$ cat src/scp_pkg.sv
package scp_pkg;
  // timing
  localparam int          CLK_PERIOD_NS = 10;
  localparam int          SEQ_GAP_NS    = 20000;
  localparam int          GAP_W         = 12;
  localparam logic [11:0] GAP_CYC       =
    12'((SEQ_GAP_NS + CLK_PERIOD_NS - 1) / CLK_PERIOD_NS);
  // register offsets
  localparam logic [3:0] REG_STATUS = 4'h0;
  localparam logic [3:0] REG_MUX    = 4'h1;
  localparam logic [3:0] REG_CR0    = 4'h2;
  localparam logic [3:0] REG_CR1    = 4'h3;
  localparam logic [3:0] REG_CR2    = 4'h4;
  localparam logic [3:0] REG_CR3    = 4'h5;
  localparam logic [3:0] REG_RESET  = 4'hf;
  // reset values and writable masks
  localparam logic [7:0] MUX_RST  = 8'h10;
  localparam logic [7:0] CR0_RST  = 8'h40;
  localparam logic [7:0] CR1_RST  = 8'h70;
  localparam logic [7:0] CR2_RST  = 8'h30;
  localparam logic [7:0] CR3_RST  = 8'h00;
  localparam logic [7:0] MUX_MASK = 8'h91;
  localparam logic [7:0] CR0_MASK = 8'h76;
  localparam logic [7:0] CR1_MASK = 8'h77;
  localparam logic [7:0] CR2_MASK = 8'h79;
  localparam logic [7:0] CR3_MASK = 8'h02;
  // field positions
  localparam int BIT_CH_SEL = 7;
  localparam int BIT_PMUX   = 4;
  localparam int BIT_NMUX   = 0;
  localparam int BIT_PULLUP = 2;
  localparam int BIT_BUFEN  = 1;
  localparam int GAIN_LSB   = 4;
  localparam int RATE_LSB   = 0;
  localparam int BIT_SHORT  = 0;
  localparam int BIT_VREF   = 1;
  localparam int BIT_SWRST  = 1;
  localparam int BIT_SWF    = 2;
  localparam int BIT_PORF   = 0;
  localparam logic RSV1_VAL = 1'b1;
  // fixed-mode settings
  localparam logic [2:0] GAIN_128 = 3'h7;
  localparam logic [2:0] RATE_10  = 3'h0;
  localparam logic [2:0] RATE_40  = 3'h2;
  // serial clock numbers
  localparam logic [5:0] CNT_SLOW     = 6'h19;
  localparam logic [5:0] CNT_SUPPLY   = 6'h1a;
  localparam logic [5:0] CNT_FAST     = 6'h1b;
  localparam logic [5:0] CNT_USER_MIN = 6'h1c;
  localparam logic [5:0] CNT_USER_MAX = 6'h20;
  localparam logic [5:0] CNT_CMD      = 6'h23;
  localparam logic [5:0] CNT_ADDR     = 6'h26;
  localparam logic [5:0] CNT_RW       = 6'h2a;
  localparam logic [5:0] CNT_MAX      = 6'h3f;
  localparam logic [5:0] RESULT_BITS  = 6'h18;
  localparam logic [2:0] LAST_BIT     = 3'h7;
  localparam int         RES_W        = 24;
  localparam int         FIFO_DEPTH   = 16;

  typedef enum logic [1:0] {
    MODE_SLOW   = 2'b00,
    MODE_FAST   = 2'b01,
    MODE_SUPPLY = 2'b10,
    MODE_USER   = 2'b11
  } scp_mode_type;

  typedef enum logic [2:0] {
    ST_COUNT = 3'b000,
    ST_WAIT  = 3'b001,
    ST_ADDR  = 3'b010,
    ST_RW    = 3'b011,
    ST_TURN  = 3'b100,
    ST_DATA  = 3'b101,
    ST_END   = 3'b110,
    ST_CLOSE = 3'b111
  } scp_state_type;
endpackage

$ cat src/scp_serial_port.sv
`timescale 1ns/1ps

// small synchronous fifo between converter and serial port
module scp_fifo #(
  parameter int WIDTH = 24,
  parameter int DEPTH = 16
) (
  input  wire logic             clk,
  input  wire logic             rst_n,
  input  wire logic             in_valid,
  output logic                  in_ready,
  input  wire logic [WIDTH-1:0] in_data,
  output logic                  out_valid,
  input  wire logic             out_ready,
  output logic [WIDTH-1:0]      out_data
);
  localparam int AW = $clog2(DEPTH);

  logic [WIDTH-1:0] mem_r [DEPTH];
  logic [AW:0]      wp_r;
  logic [AW:0]      wp_nxt;
  logic [AW:0]      rp_r;
  logic [AW:0]      rp_nxt;
  logic             push;
  logic             pop;

  // full when pointers differ only in the wrap bit
  assign in_ready  = (wp_r[AW] == rp_r[AW]) || (wp_r[AW-1:0] != rp_r[AW-1:0]);
  assign out_valid = (wp_r != rp_r);
  assign out_data  = mem_r[rp_r[AW-1:0]];
  assign push      = in_valid && in_ready;
  assign pop       = out_valid && out_ready;

  always_comb begin
    wp_nxt = push ? wp_r + 1'b1 : wp_r;
    rp_nxt = pop ? rp_r + 1'b1 : rp_r;
  end

  always_ff @(posedge clk or negedge rst_n) begin
    if (!rst_n) begin
      wp_r <= '0;
      rp_r <= '0;
    end else begin
      wp_r <= wp_nxt;
      rp_r <= rp_nxt;
    end
  end

  // storage needs no reset, only pointers do
  always_ff @(posedge clk) begin
    if (push) begin
      mem_r[wp_r[AW-1:0]] <= in_data;
    end
  end
endmodule // scp_fifo

module scp_serial_port
  import scp_pkg::*;
#(
  parameter logic [3:0] VERSION_ID = 4'h5  // arbitrary value
) (
  input  wire logic             clk,
  input  wire logic             arst_n,
  input  wire logic             serial_clock_pin,
  input  wire logic             data_pin_in,
  output logic                  data_pin_out,
  output logic                  data_pin_oe,
  input  wire logic             result_valid,
  output logic                  result_ready,
  input  wire logic [RES_W-1:0] result_data,
  output logic [2:0]            gain_select,
  output logic [2:0]            rate_select,
  output logic                  channel_source_select,
  output logic                  positive_input_select,
  output logic                  negative_input_select,
  output logic                  data_pin_pullup,
  output logic                  input_buffer_enable,
  output logic                  input_short_enable,
  output logic                  reference_halving_mode,
  output logic                  whole_chip_soft_reset,
  output logic [1:0]            active_mode
);
  logic [1:0]       rst_q;
  logic             rst_n;
  logic [1:0]       s1_r;
  logic [1:0]       s2_r;
  logic [1:0]       s3_r;
  logic [1:0]       flt_r;
  logic [1:0]       flt_nxt;
  logic             rise;
  logic             fall;
  logic             din;
  logic             fifo_valid;
  logic [RES_W-1:0] fifo_data;
  logic             pop;
  // protocol state
  scp_state_type    st_r;
  scp_state_type    st_nxt;
  logic [5:0]       cnt_r;
  logic [5:0]       cnt_nxt;
  logic [11:0]      gap_r;
  logic [11:0]      gap_nxt;
  logic [2:0]       bit_r;
  logic [2:0]       bit_nxt;
  logic [3:0]       addr_r;
  logic [3:0]       addr_nxt;
  logic             rd_r;
  logic             rd_nxt;
  logic             end_r;
  logic             end_nxt;
  logic [RES_W-1:0] sh_r;
  logic [RES_W-1:0] sh_nxt;
  logic [7:0]       wsh_r;
  logic [7:0]       wsh_nxt;
  logic             dout_r;
  logic             dout_nxt;
  logic             oe_r;
  logic             oe_nxt;
  logic             wr_now;
  logic [7:0]       wr_byte;
  logic             seq_end;
  // register state
  logic [7:0]       mux_r;
  logic [7:0]       mux_nxt;
  logic [7:0]       cr0_r;
  logic [7:0]       cr0_nxt;
  logic [7:0]       cr1_r;
  logic [7:0]       cr1_nxt;
  logic [7:0]       cr2_r;
  logic [7:0]       cr2_nxt;
  logic [7:0]       cr3_r;
  logic [7:0]       cr3_nxt;
  logic             swf_r;
  logic             swf_nxt;
  logic             porf_r;
  logic             porf_nxt;
  logic             srst_r;
  logic             srst_nxt;
  logic             cfg_ok_r;
  logic             cfg_ok_nxt;
  scp_mode_type     mode_r;
  scp_mode_type     mode_nxt;

  // register readback, used for every byte of a read access
  function automatic logic [7:0] rd_byte(input logic [3:0] a);
    unique case (a)
      REG_STATUS: rd_byte = {VERSION_ID, fifo_valid, swf_r, RSV1_VAL, porf_r};
      REG_MUX:    rd_byte = mux_r;
      REG_CR0:    rd_byte = cr0_r;
      REG_CR1:    rd_byte = cr1_r;
      REG_CR2:    rd_byte = cr2_r;
      REG_CR3:    rd_byte = cr3_r;
      default:    rd_byte = 8'h00;
    endcase
  endfunction

  // reset release through two flops
  always_ff @(posedge clk or negedge arst_n) begin
    if (!arst_n) begin
      rst_q <= 2'h0;
    end else begin
      rst_q <= {rst_q[0], 1'b1};
    end
  end
  assign rst_n = rst_q[1];

  // three-flop pin sampling; level accepted when stages two and three agree
  always_comb begin
    for (int i = 0; i < 2; i++) begin
      flt_nxt[i] = (s2_r[i] == s3_r[i]) ? s3_r[i] : flt_r[i];
    end
  end

  always_ff @(posedge clk or negedge rst_n) begin
    if (!rst_n) begin
      s1_r  <= 2'h0;
      s2_r  <= 2'h0;
      s3_r  <= 2'h0;
      flt_r <= 2'h0;
    end else begin
      s1_r  <= {data_pin_in, serial_clock_pin};
      s2_r  <= s1_r;
      s3_r  <= s2_r;
      flt_r <= flt_nxt;
    end
  end

  assign rise = flt_nxt[0] && !flt_r[0];
  assign fall = !flt_nxt[0] && flt_r[0];
  assign din  = flt_nxt[1];

  scp_fifo #(
    .WIDTH (RES_W),
    .DEPTH (FIFO_DEPTH)
  ) u_fifo (
    .clk       (clk),
    .rst_n     (rst_n),
    .in_valid  (result_valid),
    .in_ready  (result_ready),
    .in_data   (result_data),
    .out_valid (fifo_valid),
    .out_ready (pop),
    .out_data  (fifo_data)
  );

  // a long low serial clock closes the sequence; limits slowest host clock
  assign seq_end = (gap_r == GAP_CYC) && (cnt_r != 6'h00);

  // serial protocol: counts clocks, then frames command accesses
  always_comb begin
    st_nxt   = st_r;
    cnt_nxt  = cnt_r;
    gap_nxt  = gap_r;
    bit_nxt  = bit_r;
    addr_nxt = addr_r;
    rd_nxt   = rd_r;
    end_nxt  = end_r;
    sh_nxt   = sh_r;
    wsh_nxt  = wsh_r;
    dout_nxt = dout_r;
    oe_nxt   = oe_r;
    pop      = 1'b0;
    wr_now   = 1'b0;
    wr_byte  = 8'h00;
    if (flt_r[0] || rise) begin
      gap_nxt = 12'h000;
    end else if (gap_r != GAP_CYC) begin
      gap_nxt = gap_r + 12'h001;
    end
    if (seq_end) begin
      st_nxt  = ST_COUNT;
      cnt_nxt = 6'h00;
      oe_nxt  = 1'b0;
    end else if (rise) begin
      if (cnt_r != CNT_MAX) begin
        cnt_nxt = cnt_r + 6'h01;
      end
      unique case (st_r)
        ST_COUNT: begin
          if (cnt_nxt == 6'h01) begin
            pop      = fifo_valid;
            sh_nxt   = fifo_data;
            oe_nxt   = fifo_valid;
            dout_nxt = fifo_data[RES_W-1];
          end else if (cnt_nxt <= RESULT_BITS) begin
            sh_nxt   = {sh_r[RES_W-2:0], 1'b0};
            dout_nxt = sh_r[RES_W-2];
          end else begin
            oe_nxt = 1'b0;
          end
          if (cnt_nxt > CNT_USER_MAX) begin
            st_nxt = ST_WAIT;
          end
        end
        ST_WAIT: begin
          if (cnt_nxt == CNT_ADDR) begin
            st_nxt = ST_ADDR;
          end
        end
        ST_ADDR: begin
          if (cnt_nxt == CNT_RW) begin
            st_nxt = ST_RW;
          end
        end
        ST_RW: begin
          st_nxt = ST_TURN;
        end
        ST_TURN, ST_END: begin
          if (st_r == ST_END && end_r) begin
            st_nxt = ST_CLOSE;
          end else begin
            st_nxt  = ST_DATA;
            bit_nxt = 3'h0;
            if (st_r == ST_END) begin
              addr_nxt = addr_r + 4'h1;
            end
            if (rd_r) begin
              sh_nxt[7:0] = rd_byte(st_r == ST_END ? addr_r + 4'h1 : addr_r);
              dout_nxt    = sh_nxt[7];
              oe_nxt      = 1'b1;
            end
          end
        end
        ST_DATA: begin
          if (bit_r == LAST_BIT) begin
            st_nxt = ST_END;
            oe_nxt = 1'b0;
          end else begin
            bit_nxt = bit_r + 3'h1;
            if (rd_r) begin
              sh_nxt[7:0] = {sh_r[6:0], 1'b0};
              dout_nxt    = sh_r[6];
            end
          end
        end
        ST_CLOSE: begin
          st_nxt = ST_CLOSE;
        end
      endcase
      if (st_r == ST_COUNT && cnt_nxt == CNT_CMD) begin
        st_nxt = ST_WAIT;
      end
    end else if (fall) begin
      unique case (st_r)
        ST_ADDR: addr_nxt = {addr_r[2:0], din};
        ST_RW:   rd_nxt   = din;
        ST_DATA: begin
          if (!rd_r) begin
            wsh_nxt = {wsh_r[6:0], din};
            if (bit_r == LAST_BIT) begin
              wr_now  = 1'b1;
              wr_byte = wsh_nxt;
            end
          end
        end
        ST_END:  end_nxt  = din;
        default: begin
        end
      endcase
    end else if (st_r == ST_COUNT && cnt_r == 6'h00) begin
      // low data pin between sequences tells the host a result waits
      oe_nxt   = fifo_valid;
      dout_nxt = 1'b0;
    end
  end

  always_ff @(posedge clk or negedge rst_n) begin
    if (!rst_n) begin
      st_r   <= ST_COUNT;
      cnt_r  <= 6'h00;
      gap_r  <= 12'h000;
      bit_r  <= 3'h0;
      addr_r <= 4'h0;
      rd_r   <= 1'b0;
      end_r  <= 1'b0;
      sh_r   <= '0;
      wsh_r  <= 8'h00;
      dout_r <= 1'b0;
      oe_r   <= 1'b0;
    end else begin
      st_r   <= st_nxt;
      cnt_r  <= cnt_nxt;
      gap_r  <= gap_nxt;
      bit_r  <= bit_nxt;
      addr_r <= addr_nxt;
      rd_r   <= rd_nxt;
      end_r  <= end_nxt;
      sh_r   <= sh_nxt;
      wsh_r  <= wsh_nxt;
      dout_r <= dout_nxt;
      oe_r   <= oe_nxt;
    end
  end

  // register file, mode selection and soft reset
  always_comb begin
    mux_nxt    = mux_r;
    cr0_nxt    = cr0_r;
    cr1_nxt    = cr1_r;
    cr2_nxt    = cr2_r;
    cr3_nxt    = cr3_r;
    swf_nxt    = swf_r;
    porf_nxt   = porf_r;
    srst_nxt   = 1'b0;
    cfg_ok_nxt = cfg_ok_r;
    mode_nxt   = mode_r;
    if (wr_now) begin
      unique case (addr_r)
        REG_STATUS: begin
          // write-one clears; soft reset is never written in the same cycle
          if (wr_byte[BIT_SWF]) swf_nxt = 1'b0;
          if (wr_byte[BIT_PORF]) porf_nxt = 1'b0;
        end
        REG_MUX: mux_nxt = wr_byte & MUX_MASK;
        REG_CR0: cr0_nxt = wr_byte & CR0_MASK;
        REG_CR1: cr1_nxt = wr_byte & CR1_MASK;
        REG_CR2: cr2_nxt = wr_byte & CR2_MASK;
        REG_CR3: cr3_nxt = wr_byte & CR3_MASK;
        REG_RESET: srst_nxt = wr_byte[BIT_SWRST];
        default: begin
        end
      endcase
      if (addr_r != REG_STATUS && addr_r != REG_RESET) begin
        cfg_ok_nxt = 1'b1;
      end
    end
    if (seq_end && st_r == ST_COUNT) begin
      if (cnt_r == CNT_SLOW) mode_nxt = MODE_SLOW;
      if (cnt_r == CNT_SUPPLY) mode_nxt = MODE_SUPPLY;
      if (cnt_r == CNT_FAST) mode_nxt = MODE_FAST;
      if (cnt_r >= CNT_USER_MIN && cnt_r <= CNT_USER_MAX && cfg_ok_r) begin
        mode_nxt = MODE_USER;
      end
    end
    if (srst_r) begin
      // whole-chip reset: settings back to defaults, flag left set
      mux_nxt    = MUX_RST;
      cr0_nxt    = CR0_RST;
      cr1_nxt    = CR1_RST;
      cr2_nxt    = CR2_RST;
      cr3_nxt    = CR3_RST;
      cfg_ok_nxt = 1'b0;
      mode_nxt   = MODE_SLOW;
      swf_nxt    = 1'b1;
    end
  end

  always_ff @(posedge clk or negedge rst_n) begin
    if (!rst_n) begin
      mux_r    <= MUX_RST;
      cr0_r    <= CR0_RST;
      cr1_r    <= CR1_RST;
      cr2_r    <= CR2_RST;
      cr3_r    <= CR3_RST;
      swf_r    <= 1'b0;
      porf_r   <= 1'b1;
      srst_r   <= 1'b0;
      cfg_ok_r <= 1'b0;
      mode_r   <= MODE_SLOW;
    end else begin
      mux_r    <= mux_nxt;
      cr0_r    <= cr0_nxt;
      cr1_r    <= cr1_nxt;
      cr2_r    <= cr2_nxt;
      cr3_r    <= cr3_nxt;
      swf_r    <= swf_nxt;
      porf_r   <= porf_nxt;
      srst_r   <= srst_nxt;
      cfg_ok_r <= cfg_ok_nxt;
      mode_r   <= mode_nxt;
    end
  end

  // analog controls; slow and fast modes override the stored user settings, supply mode keeps the stored gain
  always_ff @(posedge clk or negedge rst_n) begin
    if (!rst_n) begin
      gain_select           <= GAIN_128;
      rate_select           <= RATE_10;
      channel_source_select <= 1'b0;
    end else begin
      unique case (mode_r)
        MODE_SLOW: begin
          gain_select           <= GAIN_128;
          rate_select           <= RATE_10;
          channel_source_select <= 1'b0;
        end
        MODE_FAST: begin
          gain_select           <= GAIN_128;
          rate_select           <= RATE_40;
          channel_source_select <= 1'b0;
        end
        MODE_SUPPLY: begin
          gain_select           <= cr1_r[GAIN_LSB +: 3];
          rate_select           <= RATE_40;
          channel_source_select <= 1'b1;
        end
        MODE_USER: begin
          gain_select           <= cr1_r[GAIN_LSB +: 3];
          rate_select           <= cr1_r[RATE_LSB +: 3];
          channel_source_select <= mux_r[BIT_CH_SEL];
        end
      endcase
    end
  end

  assign positive_input_select  = mux_r[BIT_PMUX];
  assign negative_input_select  = mux_r[BIT_NMUX];
  assign data_pin_pullup        = cr0_r[BIT_PULLUP];
  assign input_buffer_enable    = cr0_r[BIT_BUFEN];
  assign input_short_enable     = cr2_r[BIT_SHORT];
  assign reference_halving_mode = cr3_r[BIT_VREF];
  assign whole_chip_soft_reset  = srst_r;
  assign active_mode            = mode_r;
  assign data_pin_out           = dout_r;
  assign data_pin_oe            = oe_r;
endmodule // scp_serial_port

$ cat config.mk
export PLATFORM = sky130hd
export DESIGN_NAME = scp_serial_port
export DESIGN_NICKNAME = d
export VERILOG_FILES = /design/src/scp_pkg.sv /design/src/scp_serial_port.sv
export SDC_FILE = /design/constraint.sdc
export NUM_CORES = 1
export LEC_CHECK = 0
export BUFFER_PORTS_ARGS = -buffer_cell sky130_fd_sc_hd__buf_2
export CAP_MARGIN = 30
export CORE_ASPECT_RATIO = 0.5
export CORE_MARGIN = 2
export CORE_UTILIZATION = 65
export CTS_CLUSTER_DIAMETER = 200
export DETAILED_ROUTE_END_ITERATION = 8
export GPL_TIMING_DRIVEN = 0
export PLACE_DENSITY = 0.89
export SYNTH_ARGS = -nofsm -noshare
export SYNTH_HDL_FRONTEND = slang
export SYNTH_HIERARCHICAL = 1
export SYNTH_SLANG_ARGS = --single-unit
export TNS_END_PERCENT = 100
$ cat constraint.sdc
create_clock -name clk -period 9.4 [get_ports clk]
set_clock_uncertainty 0.2 [all_clocks]
set_input_delay 1.41 -clock clk [delete_from_list [all_inputs] [get_ports clk]]
set_output_delay 1.41 -clock clk [all_outputs]
set_load 0.01 [all_outputs]
After elaboration in Yosys (flattened, before gate mapping)
Memory sizes are Yosys's and may differ from the RTL's.
Cells that the tools add are included.
Word-level totals
  ROM bits: 0
  input port bits: 29
  RAM bits: 384
  memories: 1
  logic and storage cells: 280
  register bits: 135
  bits in latches: 0
Memories
  u_fifo.mem_r: depth 16, bits a word 24, rd ports 1, clocked after Yosys merged registers in 0, wr ports 1, line scp_serial_port.sv:19  | logic [WIDTH-1:0] mem_r [DEPTH];
Operators by class
  equal/unequal tests: 62
  mux-type cells: 106
  $mul: 0
  shift-type cells: 0
  bitwise operators: 3
  div/mod/pow operators: 0
  magnitude comparators: 4
  add/subtract/negate cells: 6
  reductions and logical operators: 66
Operators with widths (count)
  $mux W8: 25
  $pmux W8 S6: 1
  $mux W23: 2
  $mux W1: 41
  $ne A4 B4 Y1 const B: 9
  $reduce_bool A2 Y1: 17
  $mux W6: 5
  $mux W3: 9
  $mux W12: 2
  $mux W4: 6
  $pmux W8 S3: 1
  $pmux W3 S7: 1
  $reduce_and A5 Y1: 4
  $eq A6 B5 Y1 const B: 3
  $eq A6 B6 Y1 const B: 3
  $eq A4 B2 Y1 const B: 4
  $eq A4 B3 Y1 const B: 4
  $eq A3 B3 Y1 const B: 5
  $ne A3 B3 Y1 const B: 5
  $mux W2: 7
  $reduce_and A2 Y1: 7
  $add A12 B1 Y12 const B: 1
  $eq A12 B11 Y1 const B: 1
  $logic_and A1 B1 Y1: 12
  other kinds (46): 72

Longest topological paths before layout
  word-level depth: 12
  depth in mapped cells: 12

Hierarchy
Netlist, hierarchy kept.
Modules (own cells, without submodules)
  scp_fifo: area an instance 15167.0 µm², cells an instance 670, instances 1
  scp_serial_port: area an instance 5978.2 µm², cells an instance 611, instances 1

Worst setup path after synthesis
OpenSTA, ideal clock, no wires.
  path kind: in2reg
  start: input port result_valid
  end: memory u_fifo.mem_r[3][0], enable pin
  arrival time: 3.817 ns
  library setup time: 0.466 ns
  setup slack: 4.918 ns
  cell stages on the path: 2
  cells stage by stage: nand2_1 -> nor4_1
Between the ends
  longest elaborated chain between the ends: 3
RTL lines
  start: declaration: line scp_serial_port.sv:68  | input wire logic result_valid,
  $logic_and A1 B1 Y1: line scp_serial_port.sv:31  | assign push = in_valid && in_ready;
  $mux W1: line scp_serial_port.sv:51  | if (push) begin
  $mux W1 (not written as such): line scp_serial_port.sv:52  | mem_r[wp_r[AW-1:0]] <= in_data;
  end: declaration: line scp_serial_port.sv:19
Every way passes these cells.

Final worst setup path
  start: register u_fifo.rp_r[2]
  end: output port result_ready
Between the ends
  longest elaborated chain between the ends: 2
RTL lines
  start: declaration: line scp_serial_port.sv:22  | logic [AW:0] rp_r;
  start signal: assignment: line scp_serial_port.sv:45  | rp_r <= rp_nxt;
  $ne A4 B4 Y1: line scp_serial_port.sv:28  | assign in_ready = (wp_r[AW] == rp_r[AW]) || (wp_r[AW-1:0] != rp_r[AW-1:0]);
  $logic_or A1 B1 Y1: line scp_serial_port.sv:28
  end: declaration: line scp_serial_port.sv:69  | output logic result_ready,
Every way passes these cells.

==> metrics <==
outcome=complete, no violations; Port Buffer Count=47; critical path class=flop to primary output; Final period util=43.8%; CTS sink cnt=499; CP arrival=2510 ps; TritonRoute pass-1 iters=8; area grow syn2layout=12.6%; setup bufs post-CTS=0; DRC Markers=0; Final Max Tran Viols=0; total track usage=34.9%; initial detailed-routing violation count=2362; CTS resizes=0; largest net degree at the start of global routing=62; post-route minimum period=4120 ps; routed len/inst=31.0 um; Hold Vio Cnt, Final=0; Post-Syn Nets=1334; setup_tns=0 ps; drt via density=7.26; static leakage=8.52 nW; TritonCTS Buffers=42; first-pass GRT wire length=87.1 mm; CTS H-tree depth=2; # hold bufs at CTS=0; Worst-Skew Late Latency=580 ps; most frequent cell after synthesis=edfxtp_1; crit path launch type=flop; initial antenna violation count=0; routed wire length=58.3 mm; r2r setup slk=5790 ps; Yosys cell types=83; CP Capture Type=primary output; Synth area leaders=edfxtp_1 (55%), dfrtp_1 (12%), mux4_2 (10%), mux2i_1 (1.7%), o22ai_1 (1.5%); CP dominant cell by count=buf_2; die area=34100 um^2; crit path max fanout=10; R2R Path Start=addr_r[0]$_DFFE_PN0P_; fin cells=1881; post-synthesis instance total=1281; Site Rows=46; Vias=13664; Seq cells post-synth=499; # Max-Cap Violations=0; Clk pin slew, worst setup/hold paths=70 ps; Starting Density=66.4%; Die X=259 um; FFs w/ async S/R, synth=23.0%; Post-synth EDFFs=384; Req. time, crit path=7790 ps; placed insts=1795; Largest stage delay, worst path=380 ps; Clock Path Buffers=3; Chip Height=132 um; Worst Hold Class=flop to flop; Worst setup startpoint=u_fifo/rp_r[2]$_DFFE_PN0P_; YS warnings=6; # nets final=1468; GPL Wtd Cong=0.901; Slew @ Worst Pin=1170 ps; share of layout cells above drive strength 1=25.4%; ANT nets after route=0; Post-Syn Area=21100 um^2; Max Clk Rate=243 MHz; CTS tree=built; vias in the first global route=13628; Slew Limit Headroom=21.3%; total grt overflow=0; Reg2Reg Depth=10; reg-to-reg critical path endpoint=sh_r[1]$_DFFE_PN0P_; Detailed Place HPWL=34.7 mm; sequential area share after synthesis=68.2%; # diodes=0; Cell Chain, Critical Path=buf_2, xnor2_2, nand4_4, nor2_4, buf_6, inv_2, buf_2; crit path max-delay cell type=dfrtp_1; worst setup path end=result_ready; core area=31800 um^2; endpoints failing setup=0; fillers=1627; pwr/cell area=267 nW/um^2; Avg Inst Size Synth=16.5 um^2; area of the multi-input gates=6220 um^2; IO Pins=48; post-synth top area cell=edfxtp_1; register area=14400 um^2; RSZ-0062 raised after global routing=false; synth cell count leaders=edfxtp_1 (384), dfrtp_1 (104), mux4_2 (96), nor2_1 (70); Yosys top cell area share=54.5%; root buffer cell=clkbuf_16; maximum VDD drop=139 uV; ys flop type=edfxtp_1
[where the power goes]
part / total (mW) / leakage, nW / internal [mW] / switching, mW
Sequential: 2.79 / 4.95 / 2.64 / 0.149
Combinational: 1.81 / 2.90 / 0.739 / 1.07
Clock: 1.76 / 0.664 / 0.937 / 0.822
Total: 6.35 / 8.52 / 4.31 / 2.04
[registers in the layout (all words and copies together) (netlist names), 2 cells and up]
register	flops
bit_r	3
sh_r	23
active_mode	2
rst_q	2
cr0_r	5
s3_r	2
s2_r	2
cr1_r	6
rate_select	3
cnt_r	6
gain_select	3
addr_r	4
flt_r	2
cr2_r	5
gap_r	12
mux_r	3
u_fifo/wp_r	5
wsh_r	7
s1_r	2
u_fifo/mem_r	384
u_fifo/rp_r	5
st_r	3
[cell families after synthesis]
kind of cell    after synthesis  synth area share (%)
compound gates              197                  6.31
other cells                   1                0.0177
fa+ha+maj                    25                  1.47
xor+xnor                     25                  1.18
buf+inv                     105                  2.80
flops                       499                  68.2
simple gates                278                  7.01
mux                         151                  13.0
[per-stage QoR]
| step | worst slack [ps] | power [mW] | util, % | area [um^2] | hold WS (ps) |
|---|---|---|---|---|---|
| finish | 5280 | 6.35 | 74.8 | 23800 | 152 |
| global route | 5240 | 6.53 | 74.8 | 23800 | 166 |
| CTS | 5380 | 6.28 | 74.6 | 23700 | 156 |
| detailed placement | 5720 | 4.46 | 70.3 | 22400 | 136 |
| global placement | 2310 | 4.29 | 68.9 | 21900 | 135 |
| floorplan | 4920 | 3.93 | - | 21100 | 131 |
[worst max-delay path, delay by kind of cell (launching register included)]
| family | cells | cell delay, ps |
|---|---|---|
| buffers and inverters | 4 | 640 |
| and+or+nand+nor | 2 | 630 |
| DFF | 1 | 380 |
| xor gates and xnor gates | 1 | 280 |
[final cells by class]
class                      instances  share of cell area [%]
sequential                       499                    60.6
multi-input combinational        677                    26.1
clock buffer                      60                    5.08
timing repair buffer              90                    2.83
tap                              432                    2.27
buffer                            77                    2.04
clock inverter                    18                   0.657
inverter                          28                   0.441
[cell usage in the layout, fill, tap and decap left out, types with 18 or more instances in the layout]
cell type and n:
o22ai_1 51, clkbuf_1 41, edfxtp_1 384, o21ai_0 34
buf_6 37, clkbuf_16 43, nor2_1 69, and3_1 18
xnor2_1 18, buf_2 70, dfrtp_1 103, buf_4 21
nand2_1 51, a21oi_1 27, ha_1 24, mux2i_1 35
mux4_2 96, inv_1 27, nand3_1 21
[routing by layer]
| metal | GRT usage (%) | vias up | wire length [um] |
|---|---|---|---|
| li1 | - | 5309 | - |
| met1 | 47.4 | 6752 | 20000 |
| met2 | 54.6 | 1329 | 27200 |
| met3 | 8.74 | 274 | 8160 |
| met4 | 14.7 | 0 | 2960 |
| met5 | 0 | - | 0 |
[worst min-delay path by stage]
stage | from | to | slack (ps) | cells past startpoint
after floorplan | rst_q[0]$_DFF_PN0_ | rst_q[1]$_DFF_PN0_ | 130 | 0
after global placement | s1_r[1]$_DFF_PN0_ | s2_r[1]$_DFF_PN0_ | 130 | 0
after detailed placement | s1_r[0]$_DFF_PN0_ | s2_r[0]$_DFF_PN0_ | 140 | 0
after CTS | s1_r[0]$_DFF_PN0_ | s2_r[0]$_DFF_PN0_ | 160 | 0
after global routing | rst_q[0]$_DFF_PN0_ | rst_q[1]$_DFF_PN0_ | 170 | 0
final | s1_r[0]$_DFF_PN0_ | s2_r[0]$_DFF_PN0_ | 150 | 0
Power figures use the tool's default switching activity.
